`config.mk`:
```
export PLATFORM = sky130hd
export DESIGN_NAME = wsc_watchdog_sleep
export DESIGN_NICKNAME = d
export VERILOG_FILES = /design/src/verilog/wsc_pkg.sv /design/src/verilog/wsc_watchdog_sleep.sv
export SDC_FILE = /design/constraint.sdc
export NUM_CORES = 1
export LEC_CHECK = 0
export BUFFER_PORTS_ARGS = -buffer_cell sky130_fd_sc_hd__buf_2
export CORE_ASPECT_RATIO = 0.9
export CORE_MARGIN = 4
export CORE_UTILIZATION = 30
export CTS_CLUSTER_SIZE = 10
export DETAILED_ROUTE_END_ITERATION = 10
export SYNTH_ARGS = -nofsm -noshare
export SYNTH_HDL_FRONTEND = slang
export SYNTH_SLANG_ARGS = --single-unit
```
`constraint.sdc`:
```
create_clock -name CLOCK -period 3.15 [get_ports CLOCK]
set_clock_uncertainty 0.2 [all_clocks]
set_input_delay 0.63 -clock CLOCK [delete_from_list [all_inputs] [get_ports CLOCK]]
set_output_delay 0.63 -clock CLOCK [all_outputs]
set_load 0.05 [all_outputs]
```
`src/verilog/wsc_pkg.sv`:
```
package wsc_pkg;

  // register map (byte addresses on the plain register port)
  localparam logic [13:0] OPTION_ADDR_LO   = 14'h0081;  // option_config, first bank image
  localparam logic [13:0] OPTION_ADDR_HI   = 14'h0181;  // option_config, second bank image
  localparam logic [13:0] CONFIG_ADDR      = 14'h2007;  // device_config_word, read only
  localparam logic [13:0] STATUS_ADDR      = 14'h0003;  // flag register, read only here
  localparam logic [13:0] IRQCTL_ADDR      = 14'h000B;  // global enable register

  // option_config fields
  localparam int          OPT_PSA_BIT      = 3;         // prescaler_assign_bit
  localparam int          OPT_RATE_LSB     = 0;         // rate_select_bit2..0
  localparam int          OPT_RATE_W       = 3;
  localparam logic [7:0]  OPTION_RESET     = 8'hFF;     // all ones after any reset

  // device_config_word fields
  localparam int          CFG_WATCHDOG_ENABLE_FUSE_BIT     = 2;         // watchdog_enable_fuse
  localparam int          CFG_FOSC_LSB     = 0;
  localparam logic [1:0]  FOSC_RC_MODE     = 2'h3;      // rc oscillator: no start-up delay

  // flag register fields
  localparam int          STAT_TO_BIT      = 4;         // timeout_flag_n
  localparam int          STAT_PD_BIT      = 3;         // powerdown_flag_n
  localparam int          IRQCTL_GIE_BIT   = 7;         // global_irq_enable

  // interrupt source lines; bit 2 (timer0 overflow) needs on-chip clocks
  localparam int          IRQ_W            = 8;
  localparam logic [7:0]  WAKE_CAPABLE     = 8'hFB;

  // watchdog base counter, advanced by the watchdog oscillator tick
  localparam int          WDT_BASE_W       = 8;
  localparam logic [7:0]  WDT_BASE_LAST    = 8'hFF;
  localparam int          POST_W           = 8;

  // oscillator start-up delay: 1024 oscillator periods at 50 ns
  localparam int          CLK_PERIOD_NS    = 50;
  localparam int          OST_TOSC         = 1024;
  localparam int          OST_NS           = OST_TOSC * CLK_PERIOD_NS;
  localparam int          OST_CYCLES       = (OST_NS + CLK_PERIOD_NS - 1) / CLK_PERIOD_NS;
  localparam int          OST_W            = 11;

  // power state of the core
  typedef enum logic [1:0] {ST_RUN, ST_SLEEP, ST_START} wsc_state_t;

endpackage : wsc_pkg

```
`src/verilog/wsc_watchdog_sleep.sv`:
```
// Behaviour
// - watchdog counts on its own oscillator tick
// - run-mode timeout gives flagged device reset
// - sleep-mode timeout wakes instead of resetting
// - any timeout clears timeout flag
// - fuse bit 2 clear disables watchdog
// - shared prescaler, assign bit, 3-bit rate
// - clear or sleep zeroes counter and postscaler
// - clear instruction keeps prescaler assignment
// - sleep clears watchdog, powerdown, sets timeout
// - ports hold their state while asleep
// - master clear in sleep resets device
// - timeout and interrupts wake without reset
// - powerdown set at power-up, cleared by sleep
// - only clockless interrupt sources can wake
// - wake needs source enable, not global
// - after wake, vector only if global enabled
// - sleep prefetches next instruction
// - pending enabled interrupt makes sleep a no-op
// - late interrupt: sleep completes, then wakes
// - start-up delay 1024 periods unless RC
// - global enable cleared on reset and vector
module wsc_watchdog_sleep
  import wsc_pkg::*;
(
  input  wire logic                CLOCK,
  input  wire logic                RST,
  input  wire logic [13:0]         ADDR,
  input  wire logic [7:0]          WDATA,
  input  wire logic                WR,
  input  wire logic                RD,
  output logic      [7:0]          RDATA,
  input  wire logic [7:0]          CONFIG_STRAP,
  input  wire logic                WDT_OSC_TICK,
  input  wire logic                TMR0_SRC_TICK,
  output logic                     TMR0_INC,
  input  wire logic                WATCHDOG_CLEAR_INSTR,
  input  wire logic                SLEEP_INSTR,
  input  wire logic                RETFIE_INSTR,
  input  wire logic [IRQ_W-1:0]    IRQ_FLAGS,
  input  wire logic [IRQ_W-1:0]    IRQ_ENABLES,
  input  wire logic                MASTER_CLEAR_PIN_N,
  output logic                     CORE_RUN,
  output logic                     OSC_DRIVER_ON,
  output logic                     PORT_HOLD,
  output logic                     PREFETCH_NEXT,
  output logic                     WAKE_PULSE,
  output logic                     VECTOR_REQ,
  output logic                     DEVICE_RESET,
  output logic                     WDT_RESET_FLAG,
  output logic                     GLOBAL_IRQ_ENABLE,
  output logic                     TIMEOUT_FLAG_N,
  output logic                     POWERDOWN_FLAG_N
);

  // state and storage
  wsc_state_t              state_r, state_nxt;     // power state
  logic [7:0]              cfg_r;                  // captured configuration word
  logic [7:0]              option_r;               // option_config
  logic                    gie_r;                  // global_irq_enable
  logic                    to_n_r;                 // timeout_flag_n
  logic                    pd_n_r;                 // powerdown_flag_n
  logic [WDT_BASE_W-1:0]   base_r;                 // watchdog_counter
  logic [POST_W-1:0]       post_r;                 // shared prescaler count
  logic [OST_W-1:0]        ost_r;                  // start-up delay count
  logic                    wake_irq_r;             // wake was caused by an interrupt
  logic                    vec_pend_r;             // vector due after next instruction
  logic                    dev_rst_r;              // device reset pulse
  logic                    wdt_flag_r;             // last reset came from watchdog
  logic                    wake_r;                 // wake pulse
  logic                    vector_r;               // vector request pulse
  logic                    prefetch_r;             // prefetch pulse
  logic                    tmr0_r;                 // timer0 increment pulse
  logic [7:0]              rdata_r;                // read data, one cycle after strobe

  // decode wires
  wire logic               wdt_en      = cfg_r[CFG_WATCHDOG_ENABLE_FUSE_BIT];
  wire logic               osc_rc      = (cfg_r[CFG_FOSC_LSB +: 2] == FOSC_RC_MODE);
  wire logic               prescaler_assign_bit         = option_r[OPT_PSA_BIT];
  wire logic [2:0]         rate        = option_r[OPT_RATE_LSB +: OPT_RATE_W];
  wire logic               in_run      = (state_r == ST_RUN);
  wire logic               in_sleep    = (state_r == ST_SLEEP);
  wire logic               master_clear_pin_low    = ~MASTER_CLEAR_PIN_N;

  // enabled interrupt pending, ignoring the global enable
  wire logic [IRQ_W-1:0]   enabled_irq = IRQ_FLAGS & IRQ_ENABLES;
  wire logic               pend_any    = |enabled_irq;
  // only sources that work without on-chip clocks can wake
  wire logic               pend_wake   = |(enabled_irq & WAKE_CAPABLE);

  // watchdog ratio: 2^rate timeouts per issued timeout when assigned
  wire logic [7:0]         wdt_mask    = (8'h01 << rate) - 8'h01;
  // timer0 ratio starts at 1:2
  wire logic [8:0]         tmr_mask9   = (9'h002 << rate) - 9'h001;
  wire logic [7:0]         tmr_mask    = tmr_mask9[7:0];

  // base counter overflow on an oscillator tick
  wire logic               base_ovf    = wdt_en & WDT_OSC_TICK
                                         & (base_r == WDT_BASE_LAST);
  wire logic               post_hit    = ~prescaler_assign_bit | (post_r == wdt_mask);
  // one issued timeout, in any power state; the state decides reset or wake
  wire logic               timeout     = base_ovf & post_hit;
  wire logic               run_tmo     = timeout & in_run;
  wire logic               sleep_tmo   = timeout & in_sleep;

  // sleep instruction: no-op while an enabled interrupt is already pending
  wire logic               sleep_nop   = SLEEP_INSTR & in_run & pend_any;
  wire logic               sleep_go    = SLEEP_INSTR & in_run & ~pend_any & ~master_clear_pin_low;
  wire logic               clr_instr   = WATCHDOG_CLEAR_INSTR & in_run;
  wire logic               wdt_clear   = clr_instr | sleep_go;

  // wake-up while asleep: timeout or clockless enabled interrupt
  wire logic               wake_evt    = in_sleep & ~master_clear_pin_low
                                         & (sleep_tmo | pend_wake);
  wire logic               start_done  = (state_r == ST_START)
                                         & (ost_r == OST_W'(OST_CYCLES - 1));
  wire logic               resume      = (wake_evt & osc_rc) | start_done;

  // any device reset: master clear at any time, or a run-mode timeout
  wire logic               dev_rst     = master_clear_pin_low | run_tmo;

  // register decode
  wire logic               opt_hit     = (ADDR == OPTION_ADDR_LO) | (ADDR == OPTION_ADDR_HI);
  wire logic               cfg_hit     = (ADDR == CONFIG_ADDR);
  wire logic               stat_hit    = (ADDR == STATUS_ADDR);
  wire logic               ctl_hit     = (ADDR == IRQCTL_ADDR);
  wire logic [7:0]         stat_word   = (8'(to_n_r) << STAT_TO_BIT)
                                         | (8'(pd_n_r) << STAT_PD_BIT);
  wire logic [7:0]         ctl_word    = 8'(gie_r) << IRQCTL_GIE_BIT;
  wire logic [7:0]         rd_mux      = opt_hit  ? option_r  :
                                         cfg_hit  ? cfg_r     :
                                         stat_hit ? stat_word :
                                         ctl_hit  ? ctl_word  : 8'h00;

  // next power state
  always_comb
  begin
    state_nxt = state_r;
    unique case (state_r)
      ST_RUN:
      begin
        // sleep entry stops the core at once
        if (sleep_go)
          state_nxt = ST_SLEEP;
      end
      ST_SLEEP:
      begin
        // rc mode resumes directly, crystal modes wait for the oscillator
        if (wake_evt)
          state_nxt = osc_rc ? ST_RUN : ST_START;
      end
      ST_START:
      begin
        if (start_done)
          state_nxt = ST_RUN;
      end
    endcase
  end

  // configuration capture; taken while reset is applied so the strap is settled
  always_ff @(posedge CLOCK)
  begin
    if (RST)
      cfg_r <= CONFIG_STRAP;
  end

  // power state; device reset returns the core to running
  always_ff @(posedge CLOCK)
  begin
    if (RST || dev_rst)
      state_r <= ST_RUN;
    else
      state_r <= state_nxt;
  end

  // option register; a clear instruction never touches it
  always_ff @(posedge CLOCK)
  begin
    if (RST || dev_rst)
      option_r <= OPTION_RESET;
    else if (WR && opt_hit)
      option_r <= WDATA;
  end

  // watchdog base counter, frozen at zero while the fuse is clear
  always_ff @(posedge CLOCK)
  begin
    if (RST || dev_rst || !wdt_en || wdt_clear)
      base_r <= '0;
    else if (WDT_OSC_TICK && !sleep_nop)
      base_r <= base_r + 8'h01;
  end

  // shared prescaler: watchdog postscaler or timer0 prescaler
  always_ff @(posedge CLOCK)
  begin
    if (RST || dev_rst)
      post_r <= '0;
    else if (wdt_clear && prescaler_assign_bit)
      post_r <= '0;
    else if (prescaler_assign_bit && base_ovf)
      post_r <= post_hit ? 8'h00 : post_r + 8'h01;
    else if (!prescaler_assign_bit && TMR0_SRC_TICK && in_run)
      post_r <= (post_r == tmr_mask) ? 8'h00 : post_r + 8'h01;
  end

  // timer0 increment when the prescaler belongs to timer0
  always_ff @(posedge CLOCK)
  begin
    if (RST)
      tmr0_r <= 1'b0;
    else
      tmr0_r <= !prescaler_assign_bit && TMR0_SRC_TICK && in_run && (post_r == tmr_mask);
  end

  // start-up delay counter, only runs in the start state
  always_ff @(posedge CLOCK)
  begin
    if (RST || state_r != ST_START)
      ost_r <= '0;
    else
      ost_r <= ost_r + 11'h001;
  end

  // timeout flag: hardware timeout wins over clear and sleep
  always_ff @(posedge CLOCK)
  begin
    if (RST)
      to_n_r <= 1'b1;
    else if (timeout)
      to_n_r <= 1'b0;
    else if (wdt_clear)
      to_n_r <= 1'b1;
  end

  // powerdown flag: set at power-up and by the clear instruction
  always_ff @(posedge CLOCK)
  begin
    if (RST)
      pd_n_r <= 1'b1;
    else if (sleep_go)
      pd_n_r <= 1'b0;
    else if (clr_instr)
      pd_n_r <= 1'b1;
  end

  // global enable: reset and vectoring clear it, software or return sets it
  always_ff @(posedge CLOCK)
  begin
    if (RST || dev_rst || vector_r)
      gie_r <= 1'b0;
    else if (RETFIE_INSTR)
      gie_r <= 1'b1;
    else if (WR && ctl_hit)
      gie_r <= WDATA[IRQCTL_GIE_BIT];
  end

  // remember why we woke, for the vectoring decision
  always_ff @(posedge CLOCK)
  begin
    if (RST || dev_rst)
      wake_irq_r <= 1'b0;
    else if (wake_evt)
      wake_irq_r <= pend_wake;
  end

  // wake pulse, then vector one instruction later when enabled
  always_ff @(posedge CLOCK)
  begin
    if (RST || dev_rst)
    begin
      wake_r     <= 1'b0;
      vec_pend_r <= 1'b0;
      vector_r   <= 1'b0;
    end
    else
    begin
      wake_r     <= resume;
      vec_pend_r <= resume && (wake_evt ? pend_wake : wake_irq_r) && gie_r;
      vector_r   <= vec_pend_r;
    end
  end

  // device reset pulse and its cause
  always_ff @(posedge CLOCK)
  begin
    if (RST)
    begin
      dev_rst_r  <= 1'b0;
      wdt_flag_r <= 1'b0;
    end
    else
    begin
      dev_rst_r  <= dev_rst;
      if (dev_rst)
        wdt_flag_r <= run_tmo;
    end
  end

  // prefetch of the following instruction during sleep execution
  always_ff @(posedge CLOCK)
  begin
    if (RST)
      prefetch_r <= 1'b0;
    else
      prefetch_r <= sleep_go || sleep_nop;
  end

  // read data stand only in the cycle after the read strobe
  always_ff @(posedge CLOCK)
  begin
    if (RST)
      rdata_r <= 8'h00;
    else
      rdata_r <= RD ? rd_mux : 8'h00;
  end

  // outputs; the oscillator driver is off only while asleep
  assign CORE_RUN          = in_run;
  assign OSC_DRIVER_ON     = ~in_sleep;
  assign PORT_HOLD         = ~in_run;
  assign PREFETCH_NEXT     = prefetch_r;
  assign WAKE_PULSE        = wake_r;
  assign VECTOR_REQ        = vector_r;
  assign DEVICE_RESET      = dev_rst_r;
  assign WDT_RESET_FLAG    = wdt_flag_r;
  assign GLOBAL_IRQ_ENABLE = gie_r;
  assign TIMEOUT_FLAG_N    = to_n_r;
  assign POWERDOWN_FLAG_N  = pd_n_r;
  assign TMR0_INC          = tmr0_r;
  assign RDATA             = rdata_r;

  // checks
  localparam int OST_LAST = OST_CYCLES - 1;
endmodule : wsc_watchdog_sleep
```
==> results of run 1 <==
==> Yosys cell counts (7+ instances only) <==
| library cell | count | area share, % |
|---|---|---|
| dfxtp_1 | 56 | 36 |
| nor2_1 | 40 | 4.9 |
| nand2_1 | 30 | 3.6 |
| nand3_1 | 22 | 3.6 |
| nor3_1 | 18 | 2.9 |
| inv_1 | 14 | 1.7 |
| xnor2_1 | 13 | 3.7 |
| a21oi_1 | 12 | 1.9 |
| xor2_1 | 11 | 3.1 |
| o21ai_0 | 10 | 1.6 |
| a22oi_1 | 9 | 2.2 |
| edfxtp_1 | 8 | 7.8 |
| nand4_1 | 8 | 1.6 |
| and3_1 | 7 | 1.4 |
| clkbuf_1 | 7 | 0.85 |
==> state kept, by name, summed over array words and instances (netlist names), 2 cells and up <==
signal / cells
RDATA: 8
base_r: 8
cfg_r: 8
option_r: 8
ost_r: 11
post_r: 8
state_r: 2
==> worst reg2reg max path, cell delays in order (launching register included) <==
cell and delay (ns):
dfxtp_1 0.65, o21a_1 0.23, o32a_1 0.19, nand2_1 0.12
a31oi_4 0.35, o21a_1 0.46, nor4b_1 0.26
==> power by group through the flow <==
stage	Combinational (mW)	Clock [mW]	Sequential, mW
3_3_place_gp	0.0994	0	0.862
4_1_cts	0.101	1.07	0.845
6_report	0.101	1.05	0.845
2_1_floorplan	0.0399	0	0.868
3_5_place_dp	0.101	0	0.863
5_1_grt	0.113	1.13	0.845
==> layer usage <==
layer	track usage, %	up-vias
li1	-	1382
met1	17.21	1278
met2	21.98	86
met3	4.363	14
met4	5.113	0
met5	0	-
==> path summary, 6_finish.rpt <==
kind,start,to,slack [ns],cells after the start
worst min-delay path,vec_pend_r$_SDFF_PP0_,VECTOR_REQ$_SDFF_PP0_,0.23,1
worst min register to register,vec_pend_r$_SDFF_PP0_,VECTOR_REQ$_SDFF_PP0_,0.23,1
worst max-delay path,option_r[2]$_SDFFE_PP1P_,GLOBAL_IRQ_ENABLE$_SDFFE_PP0P_,0.61,6
worst max register to register,option_r[2]$_SDFFE_PP1P_,GLOBAL_IRQ_ENABLE$_SDFFE_PP0P_,0.61,6
==> layout make-up <==
class / count / area [um2]
Multi-Input combinational cell: 250 / 1618
Sequential cell: 64 / 1361
Timing Repair Buffer: 77 / 390.4
Clock buffer: 9 / 225.2
Fill cell: 1016 / 5964
Tap cell: 126 / 157.7
Inverter: 15 / 56.30
Clock inverter: 7 / 96.34
==> metrics by stage <==
step | hold WS [ns] | setup WS [ns] | power (mW) | cells | util, %
after floorplan | 0.2057 | 0.6590 | 0.9079 | 342 | -
after global placement | 0.2197 | 0.5150 | 0.9619 | 532 | 36.31
after detailed placement | 0.2178 | 0.4336 | 0.9634 | 532 | 36.31
after CTS | 0.2384 | 0.6263 | 2.020 | 548 | 39.57
after global routing | 0.2545 | 0.3275 | 2.085 | 548 | 39.57
final | 0.2340 | 0.6117 | 2.001 | 548 | 39.57
==> cell families (layout without fill, tap and decap cells) <==
group | after synthesis | count (layout) | synth area share [%]
mux | 4 | 4 | 1.296
xor+xnor | 24 | 24 | 6.802
buf+inv | 28 | 108 | 3.603
compound gates | 64 | 64 | 16.76
simple gates | 152 | 152 | 25.06
flops | 64 | 64 | 44.05
fa+ha+maj | 6 | 6 | 2.429
==> flow_metrics.py, run 1 <==
metrics = {
    "sta": {
        "rsz0062_at_grt": "false",
        "hold_violations": 0,
        "period_needed_ns": 2.538,
        "setup-violations-final": 0,
        "slew_headroom_pct": 60.57,
        "drv_slew": 0,
        "max_freq_mhz": 394.0,
        "final.setup.tns_ns": 0,
        "worstMarginPinSlew_ns": 0.5880,
        "finalCritPeriodShare_pct": 80.58,
    },
    "die": {
        "io_pins": 76,
        "fp.dieArea_um2": 11990,
        "initial_core_util_pct": 31.31,
        "dieHeight_um": 104.3,
        "fp.dieW_um": 115.0,
        "rows": 34,
        "core_area_um2": 9869,
    },
    "clock_network": {
        "htreeDepth": 3,
        "cts_num_sinks": 64,
        "cts_tree": "built",
        "clock_path_buffers": 2,
        "clkTransAtPathRegs_ns": 0.06,
        "cts_resized": 0,
        "clock_latency_ns": 0.33,
        "post_cts_buffers": 0,
        "numCtsBuffers": 9,
        "cts_hold_buf": 0,
        "cts_root_buffer": "clkbuf_16",
    },
    "worst_setup_path": {
        "critical_path.cell_chain": "o21a_1 -> o32a_1 -> nand2_1 -> a31oi_4 -> o21a_1 -> nor4b_1",
        "critPathTopFamily": "compound AO/OA/AOI/OAI gates",
        "crit_type": "reg2reg",
        "cpPeakStageDelay_ns": 0.65,
        "critPathRequiredTime_ns": 3.19,
        "cp_max_fo": 17,
        "worst_setup_path_end_kind": "flip-flop",
        "critPathArrivalTime_ns": 2.58,
        "worst_path_max_delay_cell": "dfxtp_1",
        "cp-start-kind": "flip-flop",
        "critPathBufInv": 0,
        "crit_top_cell": "o21a_1",
    },
    "route": {
        "detail-route-antenna-nets": 0,
        "drt_iter0_drc": 125,
        "drtPass1Iterations": 4,
        "drt_wl_total_mm": 7.858,
        "met3_length_um": 504,
        "topRoutingLayerUsed": "met4",
        "viasPerCell": 5.036,
        "wl_per_cell_um": 14.34,
        "drc": 0,
        "wl_met2_mm": 3.823,
        "wl_met1_mm": 3.412,
        "num_vias": 2760,
    },
    "global_route": {
        "grt_pass1_vias": 2827,
        "grt_max_degree": 19,
        "antenna_found_initial": 0,
        "grtUsageTotal_pct": 13.76,
        "gr-total-overflow": 0,
        "grt_pass1_wl_mm": 13.43,
    },
    "layout": {
        "fin_nets": 479,
        "antenna_cells": 0,
        "final_common_cell": "buf_2",
        "final_cell_mix": "buf_2 (75), dfxtp_1 (56), nor2_1 (40), nand2_1 (30), nand3_1 (22)",
        "synthToLayoutAreaGrowth_pct": 26.36,
        "fin_area_um2": 3905,
        "drive_gt1_share_pct": 25.36,
    },
    "synthesis": {
        "netlist_instances": 342,
        "yosys_warnings": 0,
        "synth_seq_area_share_pct": 44.05,
        "dominantRegCellSynth": "dfxtp_1",
        "synth_nets": 404,
        "synth.avg_cell_area_um2": 9.036,
        "synth_cell_types": 57,
        "synthArstFlopShare_pct": 0,
        "synth-edff-count": 8,
        "synth_area_um2": 3090,
        "synth_seq_cells": 64,
    },
    "placed_design": {
        "gp_congestion": 0.8248,
        "numPortBuffers": 75,
        "placed_area_um2": 3583,
        "dpl.hpwl_mm": 5.824,
    },
    "status": {
        "status": "finished, final reports clean",
    },
    "power_and_ir_drop": {
        "p_int_mw": 1.570,
        "p_sw_share_pct": 21.50,
        "pwr-share-clk_pct": 52.7,
        "ir_drop_uv": 256.7,
        "p_leak_nw": 1.589,
        "seq_power_share_pct": 42.2,
        "switchingPower_mw": 0.4302,
        "p_per_area_nw_per_um2": 512.3,
        "p_comb_share_pct": 5.1,
    },
    "min_path": {
        "hold_class": "reg2reg",
    },
    "run": {
        "maxCapViolCount": 0,
    },
}
(Power assumes the default switching activity.)
==> run 2, diff against run 1 <==
==> constraint.sdc (replaced) <==
create_clock -name CLOCK -period 2.4 [get_ports CLOCK]
set_clock_uncertainty 0.2 [all_clocks]
set_input_delay 0.48 -clock CLOCK [delete_from_list [all_inputs] [get_ports CLOCK]]
set_output_delay 0.48 -clock CLOCK [all_outputs]
set_load 0.05 [all_outputs]
==> flow_metrics.py, run 2 (synthesized netlist as in run 1, its figures left out) <==
metrics = {
    "worst_setup_path": {
        "critPathRequiredTime_ns": 2.42,
        "worst_setup_path_end_kind": "flip-flop",
        "crit_type": "reg2reg",
        "r2r_cells": 7,
        "critPathBufInv": 0,
        "r2r_slack_ns": 0.12,
        "r2r-start": "base_r[0]$_SDFFE_PP0P_",
        "reg2reg_to": "state_r[0]$_SDFFE_PP0P_",
        "critPathArrivalTime_ns": 2.30,
        "critPathTopFamily": "compound AO/OA/AOI/OAI gates",
        "worst_path_max_delay_cell": "a2111o_1",
        "cp_max_fo": 5,
        "critical_path.cell_chain": "ha_1 -> nand2_2 -> or3_4 -> nand3_1 -> o221ai_1 -> a2111o_1 -> o211a_1",
        "cpPeakStageDelay_ns": 0.44,
        "cp-start-kind": "flip-flop",
    },
    "sta": {
        "period_needed_ns": 2.277,
        "finalCritPeriodShare_pct": 94.88,
        "hold_violations": 0,
        "fin_ws_ns": 0.1229,
        "setup-violations-final": 0,
        "worstMarginPinSlew_ns": 0.4311,
        "max_freq_mhz": 439.2,
        "slew_headroom_pct": 70.99,
        "rsz0062_at_grt": "false",
        "drv_slew": 0,
    },
    "layout": {
        "finalNonFillerCells": 565,
        "largest_reg_flops": 11,
        "fin_nets": 496,
        "drive_gt1_share_pct": 30.07,
        "synthToLayoutAreaGrowth_pct": 30.73,
        "largest-register": "ost_r",
        "final_cell_mix": "buf_2 (75), dfxtp_1 (53), nor2_1 (40), nand2_1 (29), nand3_1 (22)",
        "antenna_cells": 0,
        "final_common_cell": "buf_2",
        "fillCellCount": 1041,
    },
    "clock_network": {
        "htreeDepth": 3,
        "cts_root_buffer": "clkbuf_16",
        "numCtsBuffers": 9,
        "cts_hold_buf": 0,
        "cts_tree": "built",
        "cts_resized": 0,
        "clock_latency_ns": 0.33,
        "cts_num_sinks": 64,
        "clkTransAtPathRegs_ns": 0.06,
        "post_cts_buffers": 0,
        "clock_path_buffers": 2,
    },
    "power_and_ir_drop": {
        "p_sw_share_pct": 23.53,
        "p_comb_share_pct": 5.8,
        "ir_drop_uv": 368.2,
        "p_int_mw": 1.935,
        "pwr-share-clk_pct": 50.4,
        "p_leak_nw": 1.660,
        "switchingPower_mw": 0.5954,
        "power_mw": 2.531,
        "seq_power_share_pct": 43.8,
        "p_per_area_nw_per_um2": 626.4,
    },
    "placed_design": {
        "numPortBuffers": 75,
        "dp_slack_ns": -0.02870,
        "gp_congestion": 0.8475,
        "dpl.hpwl_mm": 6.142,
        "place_inst": 549,
    },
    "route": {
        "drt_wl_total_mm": 7.836,
        "drt_iter0_drc": 104,
        "drtPass1Iterations": 5,
        "num_vias": 2816,
        "detail-route-antenna-nets": 0,
        "viasPerCell": 4.984,
        "wl_met2_mm": 3.926,
        "topRoutingLayerUsed": "met4",
        "wl_per_cell_um": 13.87,
        "met3_length_um": 299,
        "wl_met1_mm": 3.529,
        "drc": 0,
    },
    "die": {
        "rows": 34,
        "initial_core_util_pct": 31.31,
        "dieHeight_um": 104.3,
        "fp.dieArea_um2": 11990,
        "io_pins": 76,
        "core_area_um2": 9869,
        "fp.dieW_um": 115.0,
    },
    "global_route": {
        "grt_pass1_wl_mm": 12.88,
        "grt_max_degree": 18,
        "grtUsageTotal_pct": 13.12,
        "antenna_found_initial": 0,
        "grt_pass1_vias": 2745,
        "gr-total-overflow": 0,
    },
    "min_path": {
        "hold_class": "in2reg",
        "min_path_cells": 1,
        "hold_end": "cfg_r[2]$_DFFE_PP_",
        "hp-start": "CONFIG_STRAP[2]",
    },
    "run": {
        "maxCapViolCount": 0,
    },
    "status": {
        "status": "finished, final reports clean",
    },
}
-- run 2: cell types whose count changed in the layout (fill, tap and decap cells not counted), moves of 2 or more --
cell and change:
buf_4 +16, dfxtp_1 -3, dfxtp_2 +3, bufinv_16 -2
-- run 2: cell type report --
| cell class | instances | area (um2) | share of cell area (%) |
|---|---|---|---|
| sequential | 64 | 1365 | 33.79 |
| timing repair buffer | 94 | 530.5 | 13.13 |
| clock inverter | 6 | 48.80 | 1.208 |
| clock buffer | 10 | 250.2 | 6.194 |
| tap | 126 | 157.7 | 3.902 |
| inverter | 15 | 60.06 | 1.487 |
| multi-input combinational | 250 | 1628 | 40.29 |
-- run 2: worst max path at each step --
stage | start | slack, ns | end | cells after the start
global placement | IRQ_FLAGS[0] | -0.02 | state_r[0]$_SDFFE_PP0P_ | 7
detailed placement | IRQ_FLAGS[0] | -0.03 | state_r[0]$_SDFFE_PP0P_ | 7
finish | base_r[0]$_SDFFE_PP0P_ | 0.12 | state_r[0]$_SDFFE_PP0P_ | 7
floorplan | state_r[1]$_SDFFE_PP0P_ | 0.11 | state_r[1]$_SDFFE_PP0P_ | 7
global route | ost_r[3]$_SDFF_PP0_ | 0.003 | state_r[0]$_SDFFE_PP0P_ | 6
CTS | option_r[1]$_SDFFE_PP1P_ | 0.002 | GLOBAL_IRQ_ENABLE$_SDFFE_PP0P_ | 6
-- run 2: routing by layer --
| layer | vias up | GRT usage [%] |
|---|---|---|
| met4 | 0 | 2.850 |
| li1 | 1429 | - |
| met5 | - | 0 |
| met2 | 58 | 22.15 |
| met3 | 7 | 3.374 |
| met1 | 1322 | 16.74 |
-- run 2: power by group through the flow --
stage | sequential, mW | clock, mW | combinational (mW)
final | 1.11 | 1.28 | 0.146
after global routing | 1.11 | 1.36 | 0.160
after CTS | 1.11 | 1.30 | 0.148
after detailed placement | 1.13 | 0 | 0.147
after global placement | 1.13 | 0 | 0.145
after floorplan | 1.14 | 0 | 0.0531
-- run 2: metrics by stage --
stage          cell area [um2]  TNS (ns)  utilization, %  hold WS (ns)
4_1_cts                   4029         0           40.82        0.1194
5_1_grt                   4040         0           40.94        0.1232
2_1_floorplan             3098         0               -        0.2057
6_report                  4040         0           40.94        0.1282
3_3_place_gp              3730   -0.1193           37.79        0.2196
3_5_place_dp              3730   -0.1617           37.79        0.2161
==> run 3, diff against run 2 <==
--- a/config.mk
+++ b/config.mk
@@ -7,7 +7,7 @@
 export LEC_CHECK = 0
 export BUFFER_PORTS_ARGS = -buffer_cell sky130_fd_sc_hd__buf_2
 export CORE_ASPECT_RATIO = 0.9
-export CORE_MARGIN = 4
+export CORE_MARGIN = 2
 export CORE_UTILIZATION = 30
 export CTS_CLUSTER_SIZE = 10
 export DETAILED_ROUTE_END_ITERATION = 10
==> flow_metrics.py, run 3 (synthesized netlist as in run 1, its figures left out) <==
metrics = {
    "status": {
        "status": "finished, final reports clean",
    },
    "layout": {
        "synthToLayoutAreaGrowth_pct": 32.19,
        "fillCellCount": 1002,
        "fin_nets": 499,
        "largest-register": "ost_r",
        "final_cell_mix": "buf_2 (75), dfxtp_1 (53), nor2_1 (40), nand2_1 (30), nand3_1 (22)",
        "largest_reg_flops": 11,
        "final_common_cell": "buf_2",
        "antenna_cells": 0,
        "finalNonFillerCells": 571,
        "drive_gt1_share_pct": 29.86,
    },
    "placed_design": {
        "dp_slack_ns": -0.06554,
        "dpl.hpwl_mm": 5.948,
        "numPortBuffers": 75,
        "gp_congestion": 0.8118,
        "place_inst": 555,
    },
    "clock_network": {
        "cts_tree": "built",
        "post_cts_buffers": 0,
        "numCtsBuffers": 9,
        "clkTransAtPathRegs_ns": 0.05,
        "cts_hold_buf": 0,
        "htreeDepth": 3,
        "cts_num_sinks": 64,
        "clock_latency_ns": 0.32,
        "cts_root_buffer": "clkbuf_16",
        "clock_path_buffers": 2,
    },
    "worst_setup_path": {
        "r2r_slack_ns": 0.14,
        "critPathRequiredTime_ns": 2.42,
        "cp_max_fo": 4,
        "worst_setup_path_end_kind": "flip-flop",
        "cp-start-kind": "flip-flop",
        "critPathArrivalTime_ns": 2.28,
        "cpPeakStageDelay_ns": 0.43,
        "r2r-start": "ost_r[4]$_SDFF_PP0_",
        "critical_path.cell_chain": "and4_1 -> nand4_1 -> nor3_1 -> o221ai_1 -> a2111o_1 -> o211a_1",
        "crit_type": "reg2reg",
        "worst_path_max_delay_cell": "a2111o_1",
        "critical_path.startpoint": "ost_r[4]$_SDFF_PP0_",
    },
    "sta": {
        "drv_slew": 0,
        "slew_headroom_pct": 69.48,
        "hold_slack_ns": 0.1310,
        "setup-violations-final": 0,
        "rsz0062_at_grt": "false",
        "period_needed_ns": 2.263,
        "fin_ws_ns": 0.1374,
        "hold_violations": 0,
        "max_freq_mhz": 442.0,
        "worstMarginPinSlew_ns": 0.4579,
        "finalCritPeriodShare_pct": 94.28,
    },
    "power_and_ir_drop": {
        "p_sw_share_pct": 21.08,
        "seq_power_share_pct": 42.4,
        "ir_drop_uv": 353.7,
        "p_per_area_nw_per_um2": 641.4,
        "p_comb_share_pct": 5.5,
        "switchingPower_mw": 0.5522,
        "p_int_mw": 2.068,
        "pwr-share-clk_pct": 52.2,
        "p_leak_nw": 1.688,
    },
    "global_route": {
        "grtUsageTotal_pct": 14.19,
        "antenna_found_initial": 0,
        "grt_pass1_wl_mm": 12.94,
        "gr-total-overflow": 0,
        "grt_max_degree": 18,
        "grt_pass1_vias": 2791,
    },
    "die": {
        "fp.dieArea_um2": 11130,
        "io_pins": 76,
        "fp.dieW_um": 111.0,
        "rows": 35,
        "dieHeight_um": 100.3,
        "core_area_um2": 10120,
        "initial_core_util_pct": 30.55,
    },
    "min_path": {
        "hp-start": "CONFIG_STRAP[1]",
        "hold_class": "in2reg",
    },
    "route": {
        "detail-route-antenna-nets": 0,
        "drc": 0,
        "wl_per_cell_um": 13.54,
        "viasPerCell": 4.996,
        "drt_iter0_drc": 96,
        "drtPass1Iterations": 7,
        "drt_wl_total_mm": 7.733,
        "num_vias": 2853,
    },
    "run": {
        "maxCapViolCount": 0,
    },
}
[run 3: cell count changes in the layout (fill, tap and decap cells not counted), sizes merged]
cell      previous run  this run
buf                 94        97
clkinv               3         4
bufinv               0         2
inv                 16        14
clkinvlp             2         1
[run 3: worst paths after layout]
kind,end,depth (start not counted)
worst max-delay path,state_r[0]$_SDFFE_PP0P_,6
worst min-delay path,cfg_r[1]$_DFFE_PP_,1
worst max register to register,state_r[0]$_SDFFE_PP0P_,6
worst min register to register,GLOBAL_IRQ_ENABLE$_SDFFE_PP0P_,1
[run 3: metrics by stage]
stage / TNS [ns] / instance area (um2) / utilization, % / power, mW
floorplan: 0 / 3098 / - / 1.192
global placement: -0.03939 / 3769 / 37.25 / 1.274
detailed placement: -0.1149 / 3769 / 37.25 / 1.276
CTS: 0 / 4081 / 40.35 / 2.640
global route: 0 / 4085 / 40.38 / 2.703
finish: 0 / 4085 / 40.38 / 2.620
[run 3: critical path, delay by kind of cell (launching register included)]
| family | cells | cell delay (ns) |
|---|---|---|
| compound gates | 3 | 0.83 |
| flops | 1 | 0.38 |
| simple gates | 3 | 0.74 |
[run 3: what timing repair did]
action | in CTS | in global routing
resized for setup | 0 | 3
endpoints found under the hold margin | 0 | 0
endpoints found under the setup margin | 0 | 11
[run 3: power by group through the flow]
stage | clock network, mW | logic [mW] | registers (mW)
global placement | 0 | 0.141 | 1.13
global route | 1.43 | 0.158 | 1.11
floorplan | 0 | 0.0531 | 1.14
detailed placement | 0 | 0.143 | 1.13
CTS | 1.39 | 0.144 | 1.11
finish | 1.37 | 0.143 | 1.11
[run 3: layout make-up]
type	instances	area [um2]	share of cell area, %
sequential	64	1365	33.42
clock inverter	6	83.83	2.052
inverter	15	60.06	1.470
tap	129	161.4	3.951
clock buffer	10	229.0	5.605
multi-input combinational	250	1620	39.66
timing repair buffer	97	565.5	13.84
[run 3: routing by layer]
layer | up-vias | global-route usage (%) | share of wire [%] | routed length, um
met5 | - | 0 | 0 | 0
met1 | 1343 | 18.35 | 48 | 3724
met3 | 8 | 3.684 | 4.4 | 339
li1 | 1425 | - | - | -
met2 | 77 | 23.83 | 46 | 3594
met4 | 0 | 3.654 | 0.97 | 75
